### src/mpu_sfr_pkg.sv
package mpu_sfr_pkg;
   // special register space addresses
   localparam logic [7:0] ADDR_PORT0_DATA = 8'h80;
   localparam logic [7:0] ADDR_PORT1_DATA = 8'h90;
   localparam logic [7:0] ADDR_PORT1_DIR = 8'h91;
   localparam logic [7:0] ADDR_ERASE_CMD = 8'h94;
   localparam logic [7:0] ADDR_EEPROM_DATA = 8'h9E;
   localparam logic [7:0] ADDR_EEPROM_CTRL = 8'h9F;
   localparam logic [7:0] ADDR_PORT2_DATA = 8'hA0;
   localparam logic [7:0] ADDR_PORT2_DIR = 8'hA1;
   localparam logic [7:0] ADDR_PORT0_DIR = 8'hA2;
   localparam logic [7:0] ADDR_FLASH_CTRL = 8'hB2;
   localparam logic [7:0] ADDR_ERASE_PAGE = 8'hB7;
   localparam logic [7:0] ADDR_MULTI_FLAGS = 8'hE8;
   localparam logic [7:0] ADDR_IRQ_LEVELS = 8'hF8;

   // erase command patterns
   localparam logic [7:0] ERASE_PAGE_PATTERN = 8'h55;
   localparam logic [7:0] ERASE_MASS_PATTERN = 8'hAA;

   // bits present as pins on each port (bit i of port n is pin 8n+i)
   localparam logic [7:0] PORT0_PIN_MASK = 8'hF0;
   localparam logic [7:0] PORT1_PIN_MASK = 8'hCF;
   localparam logic [7:0] PORT2_PIN_MASK = 8'h3B;

   // reset values
   localparam logic [7:0] PORT0_DATA_RESET = 8'hFF;
   localparam logic [7:0] PORT1_DATA_RESET = 8'hFF;
   localparam logic [7:0] PORT2_DATA_RESET = 8'h00;
   localparam logic [7:0] PORT_DIR_RESET = 8'h00;
   localparam logic [6:0] ERASE_PAGE_RESET = 7'h00;
   localparam logic [7:0] EEPROM_RESET = 8'h00;

   // flash control field positions
   localparam int FC_PWE_BIT = 0;
   localparam int FC_MEEN_BIT = 1;
   localparam int FC_SECURE_BIT = 6;
   localparam int FC_PREBOOT_BIT = 7;

   // multi-purpose flag field positions
   localparam int MF_XFER_BIT = 0;
   localparam int MF_TICK_BIT = 1;
   localparam int MF_WDOG_BIT = 7;

   localparam int PAGE_WIDTH = 7;
   localparam int IRQ_INPUTS = 7;
endpackage : mpu_sfr_pkg

### src/mpu_sfr_ports_flash_ctrl.sv
`timescale 1ns/1ns
module mpu_sfr_ports_flash_ctrl
   import mpu_sfr_pkg::*;
(
   input wire logic sys_clk,
   input wire logic resetn,
   input wire logic [7:0] sfr_addr,
   input wire logic [7:0] sfr_wdata,
   input wire logic sfr_we,
   input wire logic sfr_re,
   output logic [7:0] sfr_rdata,
   output logic sfr_rvalid,
   input wire logic [7:0] port0_pin_in,
   output logic [7:0] port0_pin_out,
   output logic [7:0] port0_pin_oe,
   input wire logic [7:0] port1_pin_in,
   output logic [7:0] port1_pin_out,
   output logic [7:0] port1_pin_oe,
   input wire logic [7:0] port2_pin_in,
   output logic [7:0] port2_pin_out,
   output logic [7:0] port2_pin_oe,
   input wire logic [6:0] external_irq_inputs,
   input wire logic debug_port_enable,
   input wire logic irq_enabled,
   input wire logic preboot_active,
   input wire logic flash_byte_written,
   input wire logic transfer_busy_event,
   input wire logic one_second_event,
   input wire logic pll_fall_event,
   input wire logic eeprom_rx_valid,
   input wire logic [7:0] eeprom_rx_data,
   output logic program_write_enable,
   output logic security_lock,
   output logic page_erase_start,
   output logic mass_erase_start,
   output logic [6:0] erase_page,
   output logic [7:0] eeprom_data_out,
   output logic [7:0] eeprom_control_out,
   output logic eeprom_start,
   output logic watchdog_restart
);
   logic [1:0] rst_sync_reg;
   logic rst_n;
   logic [7:0] port0_level;
   logic [7:0] port1_level;
   logic [7:0] port2_level;
   logic [6:0] irq_level;
   logic [7:0] rd_value;

   logic [7:0] p0_reg, p0_next, p1_reg, p1_next, p2_reg, p2_next;
   logic [7:0] d0_reg, d0_next, d1_reg, d1_next, d2_reg, d2_next;
   logic [6:0] page_reg, page_next;
   logic page_armed_reg, page_armed_next;
   logic page_start_reg, page_start_next;
   logic mass_start_reg, mass_start_next;
   logic pwe_reg, pwe_next, meen_reg, meen_next, secure_reg, secure_next;
   logic [7:0] eeprom_data_reg, eeprom_data_next, eeprom_control_reg, eeprom_control_next;
   logic eestart_reg, eestart_next;
   logic xfer_reg, xfer_next, tick_reg, tick_next, pll_reg, pll_next;
   logic wdog_reg, wdog_next;
   logic [7:0] rdata_reg, rdata_next;
   logic rvalid_reg, rvalid_next;

   // register write strobe for one address
   function automatic logic wr_hit(input logic we, input logic [7:0] a,
                                   input logic [7:0] target);
      return we && (a == target);
   endfunction : wr_hit

   // reset released through two flops so release is clean
   always_ff @(posedge sys_clk or negedge resetn) begin
      if (!resetn) begin
         rst_sync_reg <= 2'h0;
      end else begin
         rst_sync_reg <= {rst_sync_reg[0], 1'b1};
      end
   end
   assign rst_n = rst_sync_reg[1];

   // pins arrive unsynchronised, so each passes the filter
   pin_sync #(.WIDTH(8)) u_sync_p0 (.sys_clk(sys_clk), .rst_n(rst_n),
      .pin_in(port0_pin_in), .level(port0_level));
   pin_sync #(.WIDTH(8)) u_sync_p1 (.sys_clk(sys_clk), .rst_n(rst_n),
      .pin_in(port1_pin_in), .level(port1_level));
   pin_sync #(.WIDTH(8)) u_sync_p2 (.sys_clk(sys_clk), .rst_n(rst_n),
      .pin_in(port2_pin_in), .level(port2_level));
   pin_sync #(.WIDTH(IRQ_INPUTS)) u_sync_irq (.sys_clk(sys_clk),
      .rst_n(rst_n), .pin_in(external_irq_inputs), .level(irq_level));

   // read mux; absent pins and undefined bits read zero
   always_comb begin
      case (sfr_addr)
         ADDR_PORT0_DATA: rd_value = port0_level & PORT0_PIN_MASK;
         ADDR_PORT1_DATA: rd_value = port1_level & PORT1_PIN_MASK;
         ADDR_PORT2_DATA: rd_value = port2_level & PORT2_PIN_MASK;
         ADDR_PORT0_DIR: rd_value = d0_reg;
         ADDR_PORT1_DIR: rd_value = d1_reg;
         ADDR_PORT2_DIR: rd_value = d2_reg;
         ADDR_EEPROM_DATA: rd_value = eeprom_data_reg;
         ADDR_EEPROM_CTRL: rd_value = eeprom_control_reg;
         ADDR_ERASE_PAGE: rd_value = {1'b0, page_reg};
         ADDR_FLASH_CTRL: rd_value = {preboot_active, secure_reg,
                                      5'h00, pwe_reg};
         ADDR_MULTI_FLAGS: rd_value = {pll_reg, 5'h00, tick_reg,
                                       xfer_reg};
         ADDR_IRQ_LEVELS: rd_value = {1'b0, irq_level};
         default: rd_value = 8'h00;
      endcase
   end

   // next values of every register
   always_comb begin
      p0_next = p0_reg;
      p1_next = p1_reg;
      p2_next = p2_reg;
      d0_next = d0_reg;
      d1_next = d1_reg;
      d2_next = d2_reg;
      page_next = page_reg;
      page_armed_next = page_armed_reg;
      page_start_next = 1'b0;
      mass_start_next = 1'b0;
      pwe_next = pwe_reg;
      meen_next = meen_reg;
      secure_next = secure_reg;
      eeprom_data_next = eeprom_data_reg;
      eeprom_control_next = eeprom_control_reg;
      eestart_next = 1'b0;
      xfer_next = xfer_reg;
      tick_next = tick_reg;
      pll_next = pll_reg;
      wdog_next = 1'b0;
      rvalid_next = sfr_re;
      rdata_next = sfr_re ? rd_value : rdata_reg;
      // eeprom receive first, so a same-cycle software write overrides it
      if (eeprom_rx_valid) eeprom_data_next = eeprom_rx_data;
      // register writes; unknown erase patterns fall through untouched
      if (sfr_we) begin
         case (sfr_addr)
            ADDR_PORT0_DATA: p0_next = sfr_wdata;
            ADDR_PORT1_DATA: p1_next = sfr_wdata;
            ADDR_PORT2_DATA: p2_next = sfr_wdata;
            ADDR_PORT0_DIR: d0_next = sfr_wdata & PORT0_PIN_MASK;
            ADDR_PORT1_DIR: d1_next = sfr_wdata & PORT1_PIN_MASK;
            ADDR_PORT2_DIR: d2_next = sfr_wdata & PORT2_PIN_MASK;
            ADDR_ERASE_CMD: begin
               if (sfr_wdata == ERASE_PAGE_PATTERN && page_armed_reg) begin
                  page_start_next = 1'b1;
                  page_armed_next = 1'b0;
               end else if (sfr_wdata == ERASE_MASS_PATTERN && meen_reg &&
                            debug_port_enable) begin
                  mass_start_next = 1'b1;
                  meen_next = 1'b0;
               end
            end
            ADDR_ERASE_PAGE: begin
               page_next = sfr_wdata[PAGE_WIDTH-1:0];
               page_armed_next = 1'b1;
            end
            ADDR_FLASH_CTRL: begin
               if (!irq_enabled) pwe_next = sfr_wdata[FC_PWE_BIT];
               meen_next = sfr_wdata[FC_MEEN_BIT];
               if (sfr_wdata[FC_SECURE_BIT]) secure_next = 1'b1;
            end
            ADDR_EEPROM_DATA: eeprom_data_next = sfr_wdata;
            ADDR_EEPROM_CTRL: begin
               eeprom_control_next = sfr_wdata;
               eestart_next = 1'b1;
            end
            ADDR_MULTI_FLAGS: begin
               xfer_next = xfer_reg & sfr_wdata[MF_XFER_BIT];
               tick_next = tick_reg & sfr_wdata[MF_TICK_BIT];
               pll_next = pll_reg & sfr_wdata[MF_WDOG_BIT];
               wdog_next = sfr_wdata[MF_WDOG_BIT];
            end
            default: ;
         endcase
      end
      // a byte already went to flash, so the auto-clear wins
      if (flash_byte_written) pwe_next = 1'b0;
      // hardware events set after the clear so a set is never lost
      if (transfer_busy_event) xfer_next = 1'b1;
      if (one_second_event) tick_next = 1'b1;
      if (pll_fall_event) pll_next = 1'b1;
   end

   // register stage
   always_ff @(posedge sys_clk or negedge rst_n) begin
      if (!rst_n) begin
         p0_reg <= PORT0_DATA_RESET;
         p1_reg <= PORT1_DATA_RESET;
         p2_reg <= PORT2_DATA_RESET;
         d0_reg <= PORT_DIR_RESET;
         d1_reg <= PORT_DIR_RESET;
         d2_reg <= PORT_DIR_RESET;
         page_reg <= ERASE_PAGE_RESET;
         page_armed_reg <= 1'b0;
         page_start_reg <= 1'b0;
         mass_start_reg <= 1'b0;
         pwe_reg <= 1'b0;
         meen_reg <= 1'b0;
         secure_reg <= 1'b0;
         eeprom_data_reg <= EEPROM_RESET;
         eeprom_control_reg <= EEPROM_RESET;
         eestart_reg <= 1'b0;
         xfer_reg <= 1'b0;
         tick_reg <= 1'b0;
         pll_reg <= 1'b0;
         wdog_reg <= 1'b0;
         rdata_reg <= 8'h00;
         rvalid_reg <= 1'b0;
      end else begin
         p0_reg <= p0_next;
         p1_reg <= p1_next;
         p2_reg <= p2_next;
         d0_reg <= d0_next;
         d1_reg <= d1_next;
         d2_reg <= d2_next;
         page_reg <= page_next;
         page_armed_reg <= page_armed_next;
         page_start_reg <= page_start_next;
         mass_start_reg <= mass_start_next;
         pwe_reg <= pwe_next;
         meen_reg <= meen_next;
         secure_reg <= secure_next;
         eeprom_data_reg <= eeprom_data_next;
         eeprom_control_reg <= eeprom_control_next;
         eestart_reg <= eestart_next;
         xfer_reg <= xfer_next;
         tick_reg <= tick_next;
         pll_reg <= pll_next;
         wdog_reg <= wdog_next;
         rdata_reg <= rdata_next;
         rvalid_reg <= rvalid_next;
      end
   end

   // outputs straight from flops
   assign port0_pin_out = p0_reg;
   assign port1_pin_out = p1_reg;
   assign port2_pin_out = p2_reg;
   assign port0_pin_oe = d0_reg;
   assign port1_pin_oe = d1_reg;
   assign port2_pin_oe = d2_reg;
   assign erase_page = page_reg;
   assign page_erase_start = page_start_reg;
   assign mass_erase_start = mass_start_reg;
   assign program_write_enable = pwe_reg;
   assign security_lock = secure_reg;
   assign eeprom_data_out = eeprom_data_reg;
   assign eeprom_control_out = eeprom_control_reg;
   assign eeprom_start = eestart_reg;
   assign watchdog_restart = wdog_reg;
   assign sfr_rdata = rdata_reg;
   assign sfr_rvalid = rvalid_reg;

   // checks
   property p_port1_drive;
      @(posedge sys_clk) disable iff (!rst_n)
      wr_hit(sfr_we, sfr_addr, ADDR_PORT1_DATA) |=>
         port1_pin_out == $past(sfr_wdata);
   endproperty
   a_port1_drive: assert property (p_port1_drive)
      else $error("port1 latch not loaded");

   property p_port0_dir;
      @(posedge sys_clk) disable iff (!rst_n)
      wr_hit(sfr_we, sfr_addr, ADDR_PORT0_DIR) |=>
         port0_pin_oe == ($past(sfr_wdata) & 8'hF0);
   endproperty
   a_port0_dir: assert property (p_port0_dir)
      else $error("port0 direction wrong");

   property p_port2_read;
      @(posedge sys_clk) disable iff (!rst_n)
      (sfr_re && sfr_addr == 8'hA0) |=>
         sfr_rvalid && sfr_rdata == ($past(port2_level) & 8'h3B);
   endproperty
   a_port2_read: assert property (p_port2_read)
      else $error("port2 read not pin level");

   property p_page_erase;
      @(posedge sys_clk) disable iff (!rst_n)
      $rose(page_erase_start) |-> $past(sfr_we) &&
         $past(sfr_addr) == 8'h94 && $past(sfr_wdata) == 8'h55;
   endproperty
   a_page_erase: assert property (p_page_erase)
      else $error("page erase without command");

   property p_mass_erase;
      @(posedge sys_clk) disable iff (!rst_n)
      mass_erase_start |-> $past(meen_reg) && $past(debug_port_enable)
         && $past(sfr_wdata) == 8'hAA;
   endproperty
   a_mass_erase: assert property (p_mass_erase)
      else $error("mass erase without enable");

   property p_bad_pattern;
      @(posedge sys_clk) disable iff (!rst_n)
      (wr_hit(sfr_we, sfr_addr, ADDR_ERASE_CMD) && sfr_wdata != 8'h55 &&
       sfr_wdata != 8'hAA) |=> !page_erase_start && !mass_erase_start;
   endproperty
   a_bad_pattern: assert property (p_bad_pattern)
      else $error("unknown pattern started erase");

   property p_pwe_lock;
      @(posedge sys_clk) disable iff (!rst_n)
      $rose(program_write_enable) |-> !$past(irq_enabled);
   endproperty
   a_pwe_lock: assert property (p_pwe_lock)
      else $error("write enable set with irq on");

   property p_secure_sticky;
      @(posedge sys_clk) disable iff (!rst_n)
      security_lock |=> security_lock;
   endproperty
   a_secure_sticky: assert property (p_secure_sticky)
      else $error("security bit cleared");

   property p_xfer_set;
      @(posedge sys_clk) disable iff (!rst_n)
      transfer_busy_event |=> xfer_reg;
   endproperty
   a_xfer_set: assert property (p_xfer_set)
      else $error("transfer flag not set");

   property p_wdog;
      @(posedge sys_clk) disable iff (!rst_n)
      (wr_hit(sfr_we, sfr_addr, ADDR_MULTI_FLAGS) && sfr_wdata[7]) |=>
         watchdog_restart ##1 !watchdog_restart || sfr_we;
   endproperty
   a_wdog: assert property (p_wdog)
      else $error("watchdog restart missing");

   property p_fc_read;
      @(posedge sys_clk) disable iff (!rst_n)
      (sfr_re && sfr_addr == 8'hB2) |=> sfr_rdata[5:1] == 5'h00 &&
         sfr_rdata[7] == $past(preboot_active);
   endproperty
   a_fc_read: assert property (p_fc_read)
      else $error("flash control reserved bits set");
endmodule : mpu_sfr_ports_flash_ctrl

### src/pin_sync.sv
`timescale 1ns/1ns
module pin_sync #(
   parameter int WIDTH = 8
) (
   input wire logic sys_clk,
   input wire logic rst_n,
   input wire logic [WIDTH-1:0] pin_in,
   output logic [WIDTH-1:0] level
);
   logic [WIDTH-1:0] s1_reg;
   logic [WIDTH-1:0] s2_reg;
   logic [WIDTH-1:0] s3_reg;
   logic [WIDTH-1:0] level_reg;
   logic [WIDTH-1:0] level_next;

   // a bit only moves once two late stages agree, filtering glitches
   genvar i;
   generate
      for (i = 0; i < WIDTH; i = i + 1) begin : g_bit
         always_comb begin
            level_next[i] = (s2_reg[i] == s3_reg[i]) ? s3_reg[i]
                                                     : level_reg[i];
         end
      end
   endgenerate

   // s1 feeds only s2
   always_ff @(posedge sys_clk or negedge rst_n) begin
      if (!rst_n) begin
         s1_reg <= '0;
         s2_reg <= '0;
         s3_reg <= '0;
         level_reg <= '0;
      end else begin
         s1_reg <= pin_in;
         s2_reg <= s1_reg;
         s3_reg <= s2_reg;
         level_reg <= level_next;
      end
   end

   assign level = level_reg;
endmodule : pin_sync

### config.mk
export PLATFORM = sky130hd
export DESIGN_NAME = mpu_sfr_ports_flash_ctrl
export DESIGN_NICKNAME = d
export VERILOG_FILES = /design/src/mpu_sfr_pkg.sv /design/src/mpu_sfr_ports_flash_ctrl.sv /design/src/pin_sync.sv
export SDC_FILE = /design/constraint.sdc
export NUM_CORES = 1
export LEC_CHECK = 0
export BUFFER_PORTS_ARGS = -buffer_cell sky130_fd_sc_hd__buf_4
export CAP_MARGIN = 40
export CORE_MARGIN = 4
export CORE_UTILIZATION = 49
export CTS_CLUSTER_SIZE = 24
export DETAILED_ROUTE_END_ITERATION = 10
export PLACE_DENSITY_LB_ADDON = 0.05
export RECOVER_POWER = 100
export SLEW_MARGIN = 20
export SYNTH_ARGS = -nofsm -noshare
export SYNTH_HDL_FRONTEND = slang
export SYNTH_HIERARCHICAL = 1
export SYNTH_SLANG_ARGS = --single-unit
### constraint.sdc
create_clock -name sys_clk -period 6.1 [get_ports sys_clk]
set_clock_uncertainty 0.05 [all_clocks]
set_input_delay 0.305 -clock sys_clk [delete_from_list [all_inputs] [get_ports sys_clk]]
set_output_delay 0.305 -clock sys_clk [all_outputs]
set_load 0.01 [all_outputs]
## Yosys cells after proc, flatten, opt, wreduce, memory -nomap -nowiden

Cells that the tools add are included.

- Register bits: 193
- Input bits: 67
- Output and inout bits: 86
- Word-level logic and storage cells: 162

- Equal/unequal tests: 41
- Muxes and demuxes: 33
- Bitwise operators: 3
- Reductions and logical operators: 28

Operators with widths:

| cell | count |
|---|---|
| 8-bit equality test, second input constant | 14 |
| 8-bit one-hot mux with 12 select lines | 1 |
| 1-bit 2-to-1 mux | 27 |
| 8-bit 2-to-1 mux | 3 |
| 1-bit equality test | 22 |
| 2-bit AND reduction | 11 |
| 2-bit nonzero test | 10 |
| 3-bit AND reduction | 3 |
| 8-bit by 7-bit equality test with 1-bit output, second input constant | 1 |
| 2-bit inequality test, second input constant | 3 |
| 1-bit one-hot mux with 2 select lines | 2 |
| 4-bit AND reduction | 1 |
| 1-bit bitwise AND | 3 |
| 1-bit logical AND | 3 |
| 2-bit by 1-bit inequality test with 1-bit output, second input constant | 1 |

## Longest topological paths before layout

Gate-level depths: netlist of the first run.

- Depth in word-level cells: 7
- Depth in mapped cells: 8
- Depth with buffers taken out: 5

## Modules after synthesis

Netlist of the first run, hierarchy kept.

Modules (own cells, without submodules):

| module | times used | cells an instance | area each (um^2) | sequential area each (um^2) |
|---|---|---|---|---|
| mpu_sfr_ports_flash_ctrl | 1 | 366 | 4202.8 | 2122.0 |
| pin_sync (u_sync_p0 ...) | 3 | 40 | 890.9 | 800.8 |
| pin_sync (u_sync_irq) | 1 | 35 | 779.5 | 700.7 |

## Worst setup path before layout of the first run

No wires, ideal clock.

- Kind: input -> register
- Start: input port sfr_addr[1]
- End: register p0_reg[2] (netlist: port0_pin_out[2])
- Library setup time: 0.085 ns
- Arrival: 1.611 ns
- Required time: 5.965 ns
- Slack: 4.354 ns
- Cell stages on the path: 5
- Buffers on the path: 1
- Cell sequence: buf_6 -> or4_4 -> nor4_4 -> nand2_4 -> mux2_1

- Longest elaborated chain between the ends: 2

Ends and longest elaborated chain:

| item | line | text |
|---|---|---|
| from (decl) | mpu_sfr_ports_flash_ctrl.sv:7 | `input wire logic [7:0] sfr_addr,` |
| 8-bit equality test | mpu_sfr_ports_flash_ctrl.sv:139 | `case (sfr_addr)` |
| 2-bit AND reduction (no line) | - |  |
| to (signal assigned) | mpu_sfr_ports_flash_ctrl.sv:213 | `p0_reg <= p0_next;` |
| to (decl) | mpu_sfr_ports_flash_ctrl.sv:50 | `logic [7:0] p0_reg, p0_next, p1_reg, p1_next, p2_reg, p2_next;` |

Every way passes these cells.
A chain may end at the register's enable or synchronous reset.

## Final worst setup path of the first run

- Start: input port sfr_addr[0]
- End: register rdata_reg[2] (netlist: sfr_rdata[2])

- Longest elaborated chain between the ends: 2
- Elaborated cells on any way between the ends: 13
- Those cells by class: eq/ne: 12; mux: 1

Ends and longest elaborated chain:

| item | line | text |
|---|---|---|
| 8-bit equality test | mpu_sfr_ports_flash_ctrl.sv:92 | `case (sfr_addr)` |
| 8-bit one-hot mux with 12 select lines * | mpu_sfr_ports_flash_ctrl.sv:92 |  |
| to (signal assigned) | mpu_sfr_ports_flash_ctrl.sv:233 | `rdata_reg <= rdata_next;` |
| to (decl) | mpu_sfr_ports_flash_ctrl.sv:61 | `logic [7:0] rdata_reg, rdata_next;` |

Every way passes the cells marked *; elsewhere a longest branch is shown, timed or not.

==> metrics.txt, run 1 <==
outcome=finished with violations; violations in the final reports=capacitance limit, slew limit; number of port buffers=approximately 130; Power Dens Cells=309 nW/µm²; Syn. warnings=6; worst min-delay path class=input port to flip-flop; most frequent cells in the layout=dfrtp_1 (156), clkbuf_1 (79), nand2_1 (49); diode insertion count for antenna repair=0; Cell Int Power=about 0.002 W; Combinational Power Share=between 7 and 8%; worst hold start=pll_fall_event; vias per cell=5.39; worst min-delay path endpoint=pll_reg; share of final-layout standard cells stronger than drive strength 1=around a quarter; category of the worst setup path launch point=input port; most common library cell in the layout ignoring fill and taps=dfrtp_1; antenna violations before repair=0; Clk pwr share=about 44%; RSZ-0062 raised after global routing=false; remaining antenna violation count after routing=0; final worst path period share=between 50 and 60%; cell leakage power=approximately 3.7 nW; initial standard-cell utilization of the core=50.0%; proportion of power drawn by flip-flops and latches=48.3%; gr usage total=between 20% and 30%; sort of element at the end of the critical path=flip-flop; number of nets in the finished design=around 700; sum of net half-perimeters after detailed placement=approximately 11,000 µm; mean instance size in the synthesized netlist=around 14 µm²; clock edge transition at the registers on the reported setup and hold paths=approximately 0.07 ns; number of global-route vias before repair=4,637; Die Height=125 µm; Worst EP arrival=approximately 3.7 ns; pin count of the biggest net entering global routing=58; net switching fraction of the power=23.5%; CTS Sinks=about 170; clock tree from TritonCTS=yes; Post-Syn Instances=between 400 and 500; worst reg2reg startpoint=rst_sync_reg[1]; pin slew with the least headroom to its limit=2.07 ns; RD Place Congestion=between 0.8 and 0.9; Final Max Slew Viols=between 70 and 80; final worst slack=~2.6 ns; max_slew headroom=-37.8%; wire length reported by the detailed router=roughly 16,000 µm; CTS max path bufs=2; post_cts resized=0; depth of the worst register-to-register path=1; post-CTS setup-driven buffer insertion count=0; R2R Path End=u_sync_irq/s3_reg[3]; fill cell instance count of the final layout=approximately 1.1k; iteration count of the initial detailed-routing pass=5; Final Setup Violations=0; standard cell core area=roughly 13,000 µm²; total CTS buffers=17; Final Hold Fails=0; max-cap violations=2; Routed WL per cell=between 15 and 20 µm; Vias=roughly 4.5k; clock insertion delay at the later pin of the skew report=0.43 ns; min Tclk post-route=~3.5 ns; global-route wire length before repair=between 20,000 and 30,000 µm; number of design rule violations left after detail routing=0; Max Fanout on Critical Path=38; number of cells traversed by the worst hold path=2; Iter 0 DRT Violations=approximately 260; pre-CTS setup slack=about 3.8 ns; Worst EP required=approximately 6.3 ns; Post-Route Setup TNS=0 ns; synthesized area=6650 µm²; Achievable Freq=approximately 0.29 GHz; number of rows created at floorplan=42; number of I/O pins=around 150; Die Width=about 120 µm; maximum VDD drop=roughly 0.00030 V; Area Growth Syn to Fin=25.3%; depth of the CTS H-tree=4; category of the critical setup timing path=input port to flip-flop; Switching Power=between 0.0006 and 0.0007 W; worst reg2reg setup slack=roughly 3.6 ns; grt ovf=0; full die area=15,500 µm²; clock root buffer master=clkbuf_16
## stage by stage
step                      hold WS (ns)  cells  total power [W]  instance area, µm²  util [%]
after CTS                       0.0276    826          0.00263                8710      65.5
after detailed placement        0.0387    767          0.00147                7810      58.8
final                           0.0456    826          0.00257                8340      62.7
after global placement          0.0376    764          0.00146                7750      58.3
after floorplan                -0.0406    484          0.00137                6680         -
after global routing            0.0445    826          0.00268                8340      62.7
## cell type report
class	instances	area [µm²]	share of cell area (%)
sequential	172	4320	51.9
inverter	4	15.0	0.180
clock inverter	13	179	2.15
timing repair buffer	166	1060	12.7
tap	176	220	2.64
clock buffer	19	453	5.43
multi-input combinational	276	2090	25.0
## power groups by stage
stage | Clock (W) | Combinational [W] | Sequential [W]
CTS | 0.00116 | 0.000219 | 0.00125
finish | 0.00114 | 0.000192 | 0.00124
global placement | 0 | 0.000196 | 0.00126
floorplan | 0 | 0.0000851 | 0.00128
global route | 0.00122 | 0.000212 | 0.00125
detailed placement | 0 | 0.000205 | 0.00127
## critical path: stages
cell	delay, ns
clkbuf_1	1.45
nor4_1	0.46
a21oi_1	0.26
o221ai_1	0.15
o21ai_0	0.88
o2bb2ai_1	0.18
## worst max-delay path by stage
stage | depth (start not counted) | start | endpoint
detailed placement | 4 | sfr_addr[0] | port2_pin_out[2]
global placement | 4 | sfr_addr[0] | port2_pin_out[6]
global route | 6 | sfr_addr[0] | sfr_rdata[3]
CTS | 4 | sfr_addr[0] | port2_pin_out[7]
finish | 6 | sfr_addr[0] | sfr_rdata[2]
floorplan | 0 | rst_sync_reg[1] | eeprom_control_out[0]
## routing by layer
layer	GRT usage, %	part of all wire, %	routed length (µm)	vias up
met4	6.45	1.6	253	0
met3	6.17	5.3	841	24
met2	33.9	49	7850	145
li1	-	-	-	2023
met1	29.5	44	7040	2264
met5	0	0	0	-
## repair_timing
item                       CTS  global route
hold buffers                27             0
setup endpoints to repair    0             0
hold endpoints to repair    28             0
Note: power is estimated with default switching activity, not from simulation.
==> run 2: changes to the inputs <==
==> constraint.sdc (replaced) <==
create_clock -name sys_clk -period 3.35 [get_ports sys_clk]
set_clock_uncertainty 0.05 [all_clocks]
set_input_delay 0.1675 -clock sys_clk [delete_from_list [all_inputs] [get_ports sys_clk]]
set_output_delay 0.1675 -clock sys_clk [all_outputs]
set_load 0.01 [all_outputs]
==> metrics.txt, run 2 (synthesis results as in run 1) <==
violations in the final reports=capacitance limit, slew limit; remaining antenna violation count after routing=0; largest incremental delay on the critical path=roughly 0.98 ns; vias per cell=~5.3; sort of element at the end of the critical path=flip-flop; Die Width=between 100 and 150 µm; RD Place Congestion=~0.84; highest-delay cell along the critical path=nor4_1; grt ovf=0; antenna violations before repair=0; Max Fanout on Critical Path=38; Cell Int Power=approximately 0.0035 W; CTS max path bufs=2; Worst EP required=approximately 3.6 ns; share of final-layout standard cells stronger than drive strength 1=a little under a quarter; depth of the CTS H-tree=4; maximum VDD drop=about 0.00040 V; RSZ-0062 raised after global routing=false; wire length reported by the detailed router=15,800 µm; worst min-delay path class=input port to flip-flop; Achievable Freq=between 0.4 and 0.5 GHz; net switching fraction of the power=24.1%; diode insertion count for antenna repair=0; Worst path top cell family by delay=simple AND/OR/NAND/NOR gates; number of I/O pins=between 150 and 200; Worst EP arrival=2.50 ns; min Tclk post-route=approximately 2.3 ns; CTS Sinks=between 150 and 200; max-cap violations=1; Final Setup Violations=0; clock root buffer master=clkbuf_16; Switching Power=around 0.0011 W; post-CTS setup-driven buffer insertion count=0; number of design rule violations left after detail routing=0; Final Hold Fails=0; proportion of power drawn by flip-flops and latches=approximately half; number of port buffers=~130; number of nets in the finished design=about 700; Die Height=about 120 µm; initial standard-cell utilization of the core=50.0%; most frequent cells in the layout=dfrtp_1 (156), clkbuf_1 (76), nand2_1 (48); clock insertion delay at the later pin of the skew report=0.43 ns; Combinational Power Share=roughly 7.6%; total CTS buffers=17; Vias=approximately 4.4k; gr usage total=between 20% and 30%; final core utilization=approximately 63%; number of buffer and inverter stages on the critical path=1; Final Max Slew Viols=44; global-route wire length before repair=between 20,000 and 30,000 µm; Power Dens Cells=546 nW/µm²; standard cell core area=between 10,000 and 15,000 µm²; Iter 0 DRT Violations=around 280; Area Growth Syn to Fin=26.4%; clock edge transition at the registers on the reported setup and hold paths=around 0.070 ns; full die area=~16,000 µm²; Routed WL per cell=18.9 µm; pin count of the biggest net entering global routing=63; category of the worst setup path launch point=input port; clock tree from TritonCTS=yes; iteration count of the initial detailed-routing pass=4; number of rows created at floorplan=42; most common library cell in the layout ignoring fill and taps=dfrtp_1; cell leakage power=~3.7 nW; number of global-route vias before repair=4,533; sum of net half-perimeters after detailed placement=11,100 µm; cells along the critical path=buf_4 > nor4_1 > nand3_1 > mux2_1; category of the critical setup timing path=input port to flip-flop; Post-Route Setup TNS=0 ns; worst hold slack=0.0109 ns; fill cell instance count of the final layout=between 1k and 1.5k; outcome=finished with violations; max_slew headroom=-11.9%; final worst path period share=about two thirds; pin slew with the least headroom to its limit=1.68 ns; Clk pwr share=a little over two fifths
-- run 2: cell types whose count changed in the layout (fill, tap and decap cells not counted), sizes merged --
cell,previous run,this run
dlygate4sd3,27,40
clkbuf,120,116
bufinv,3,2
inv,7,10
buf,38,39
-- run 2: power by group through the flow --
stage,logic [W],registers [W],clock network (W)
6_report,0.000348,0.00227,0.00198
2_1_floorplan,0.000155,0.00233,0
4_1_cts,0.000398,0.00228,0.00202
3_5_place_dp,0.000361,0.00231,0
3_3_place_gp,0.000354,0.00231,0
5_1_grt,0.000384,0.00228,0.00212
-- run 2: what timing repair did --
| item | CTS | global route |
|---|---|---|
| gates resized for setup | 0 | 0 |
| hold buffers | 39 | 1 |
| hold endpoints to repair | 39 | 1 |
-- run 2: final cells by class --
class,count,area [µm²],area share (%)
Clock buffer,17,425,5.06
Clock inverter,15,178,2.11
Inverter,4,15.0,0.179
Multi-Input combinational cell,276,2080,24.8
Sequential cell,172,4320,51.4
Tap cell,176,220,2.62
Timing Repair Buffer,178,1160,13.8
-- run 2: path summary, 6_finish.rpt --
check	to	slack [ns]	depth (start not counted)	startpoint
max reg2reg	port0_pin_out[5]	1.30	1	rst_sync_reg[1]
max in group asynchronous	port0_pin_out[5]	1.30	1	rst_sync_reg[1]
max	port2_pin_out[0]	1.10	4	sfr_addr[0]
min in group asynchronous	rst_sync_reg[1]	0.56	3	resetn
min	eeprom_control_out[1]	0.01	3	sfr_wdata[1]
min reg2reg	u_sync_p2/s2_reg[5]	0.30	0	u_sync_p2/s1_reg[5]
-- run 2: metrics by stage --
stage | total power (W) | instance area, µm² | worst slack (ns) | instances
after floorplan | 0.00249 | 6680 | 0.472 | 484
after global placement | 0.00266 | 7770 | 1.21 | 765
after detailed placement | 0.00267 | 7780 | 1.14 | 766
after CTS | 0.00470 | 8770 | 1.59 | 837
after global routing | 0.00479 | 8410 | 0.903 | 838
final | 0.00459 | 8410 | 1.10 | 838
-- run 2: tightest hold or removal path, stage by stage --
cell and delay [ns]:
buf_4 0.17, nand2_1 0.07, nand2_1 0.04
-- run 2: routing by layer --
layer / wire [µm] / GRT usage [%] / up-vias
met1: 7070 / 29.0 / 2226
met3: 844 / 5.40 / 21
met4: 265 / 6.83 / 0
li1: - / - / 2038
met2: 7650 / 33.1 / 125
met5: 0 / 0 / -
==> run 3: changes to the inputs <==
==> constraint.sdc (replaced) <==
create_clock -name sys_clk -period 2.2 [get_ports sys_clk]
set_clock_uncertainty 0.05 [all_clocks]
set_input_delay 0.11 -clock sys_clk [delete_from_list [all_inputs] [get_ports sys_clk]]
set_output_delay 0.11 -clock sys_clk [all_outputs]
set_load 0.01 [all_outputs]
==> metrics.txt, run 3 (synthesis results as in run 1) <==
remaining antenna violation count after routing=0; category of the critical setup timing path=input port to flip-flop; sum of net half-perimeters after detailed placement=11,100 µm; worst hold slack=0.00681 ns; depth of the CTS H-tree=4; number of standard cells in the layout, taps in and fillers out=between 800 and 900; Worst EP required=2.46 ns; max-cap violations=0; number of design rule violations left after detail routing=0; fill cell instance count of the final layout=about 1.1k; Cell Int Power=about 0.0054 W; Power Dens Cells=825 nW/µm²; category of the worst setup path launch point=input port; final worst slack=about 0.32 ns; outcome=finished, final reports clean; clock insertion delay at the later pin of the skew report=roughly 0.42 ns; Iter 0 DRT Violations=approximately 240; Post-Route Setup TNS=0 ns; final worst path period share=85.2%; number of nets in the finished design=~730; Final Setup Violations=0; standard cell core area=13,300 µm²; pin slew with the least headroom to its limit=~1.3 ns; total CTS buffers=17; Total Power Consumption=between 0.007 and 0.008 W; min Tclk post-route=approximately 1.9 ns; clock root buffer master=clkbuf_16; Vias=~4.5k; number of rows created at floorplan=between 40 and 50; number of port buffers=around 130; CTS max path bufs=2; diode insertion count for antenna repair=0; Achievable Freq=around 0.53 GHz; cell leakage power=~3.8 nW; maximum VDD drop=~0.00073 V; most frequent cells in the layout=dfrtp_1 (155), clkbuf_1 (79), dlygate4sd3_1 (52); multi-input combinational cell area=2100 µm²; number of buffers inserted for hold repair after clock tree synthesis=52; Die Height=roughly 120 µm; net switching fraction of the power=23.1%; largest incremental delay on the critical path=0.52 ns; Storage cell area=approximately 4300 µm²; Clk pwr share=a little over two fifths; Final Hold Fails=0; clock tree from TritonCTS=yes; highest-delay cell along the critical path=dlygate4sd3_1; Switching Power=0.00163 W; global-route wire length before repair=approximately 26,000 µm; share of final-layout standard cells stronger than drive strength 1=between 20% and 30%; gr usage total=between 20% and 30%; sort of element at the end of the critical path=flip-flop; iteration count of the initial detailed-routing pass=4; post-CTS setup-driven buffer insertion count=0; Worst EP arrival=between 2 and 2.5 ns; RSZ-0062 raised after global routing=false; vias per cell=around 5.3; pin count of the biggest net entering global routing=102; number of global-route vias before repair=between 4k and 5k; cells along the critical path=dlygate4sd3_1 > clkbuf_1 > nor4bb_1 > nand4b_1 > o22ai_1 > nand2_1 > a22o_1; wire length reported by the detailed router=~16,000 µm; Combinational Power Share=8.1%; post_cts resized=0; Routed WL per cell=18.8 µm; initial standard-cell utilization of the core=between 50% and 60%; Die Width=125 µm; pre-CTS setup slack=0.325 ns; grt ovf=0; Final Max Slew Viols=0; number of I/O pins=between 150 and 200; RD Place Congestion=about 0.83; clock edge transition at the registers on the reported setup and hold paths=about 0.070 ns; worst min-delay path class=input port to flip-flop; most common library cell in the layout ignoring fill and taps=dfrtp_1; placed cell count=approximately 770; CTS Sinks=172; full die area=approximately 16,000 µm²; antenna violations before repair=0; Max Fanout on Critical Path=10; max_slew headroom=12.3%; Area Growth Syn to Fin=29.0%; proportion of power drawn by flip-flops and latches=48.7%
[run 3: cell types whose count changed in the layout (fill, tap and decap cells not counted), sizes merged]
cell	previous run	this run
dlygate4sd3	40	52
clkbuf	116	122
inv	10	6
buf	39	42
clkinv	4	6
clkinvlp	3	1
bufinv	2	3
[run 3: layout make-up]
class,instances,share of cell area (%)
sequential,172,50.4
multi-input combinational,276,24.5
timing repair buffer,196,15.3
clock buffer,20,5.20
tap,176,2.57
clock inverter,12,1.87
inverter,4,0.175
[run 3: worst paths after layout]
kind	start	endpoint	slack, ns	cells past startpoint
setup reg to reg	rst_sync_reg[1]	u_sync_irq/level[5]	0.58	1
max in group asynchronous	rst_sync_reg[1]	u_sync_irq/level[5]	0.58	1
hold reg to reg	u_sync_p2/s1_reg[3]	u_sync_p2/s2_reg[3]	0.30	0
hold / removal	eeprom_rx_data[1]	eeprom_data_out[1]	0.007	3
min in group asynchronous	rst_sync_reg[1]	u_sync_p1/s1_reg[3]	0.50	1
setup / recovery	sfr_wdata[5]	meen_reg	0.32	7
[run 3: worst max-delay path: cells and delay by family]
family,cells,cell delay (ns)
buffers and inverters,2,1.03
AND/OR/NAND/NOR,3,0.63
AO/OA/AOI/OAI,2,0.36
[run 3: stage by stage]
step | util (%) | cell area (µm²)
after floorplan | - | 6690
after global placement | 58.9 | 7830
after detailed placement | 58.9 | 7830
after CTS | 67.4 | 8960
after global routing | 64.5 | 8580
final | 64.5 | 8580
[run 3: power groups by stage]
stage                     Clock, W  Sequential (W)  Combinational (W)
final                      0.00306         0.00345           0.000570
after floorplan                  0         0.00355           0.000236
after CTS                  0.00312         0.00345           0.000653
after detailed placement         0         0.00351           0.000570
after global placement           0         0.00350           0.000557
after global routing       0.00325         0.00346           0.000630
[run 3: layer usage]
layer	part of all wire (%)	GRT usage, %
met1	42	28.3
met2	50	35.2
met3	6.5	5.96
met4	1.2	5.48
met5	0	0
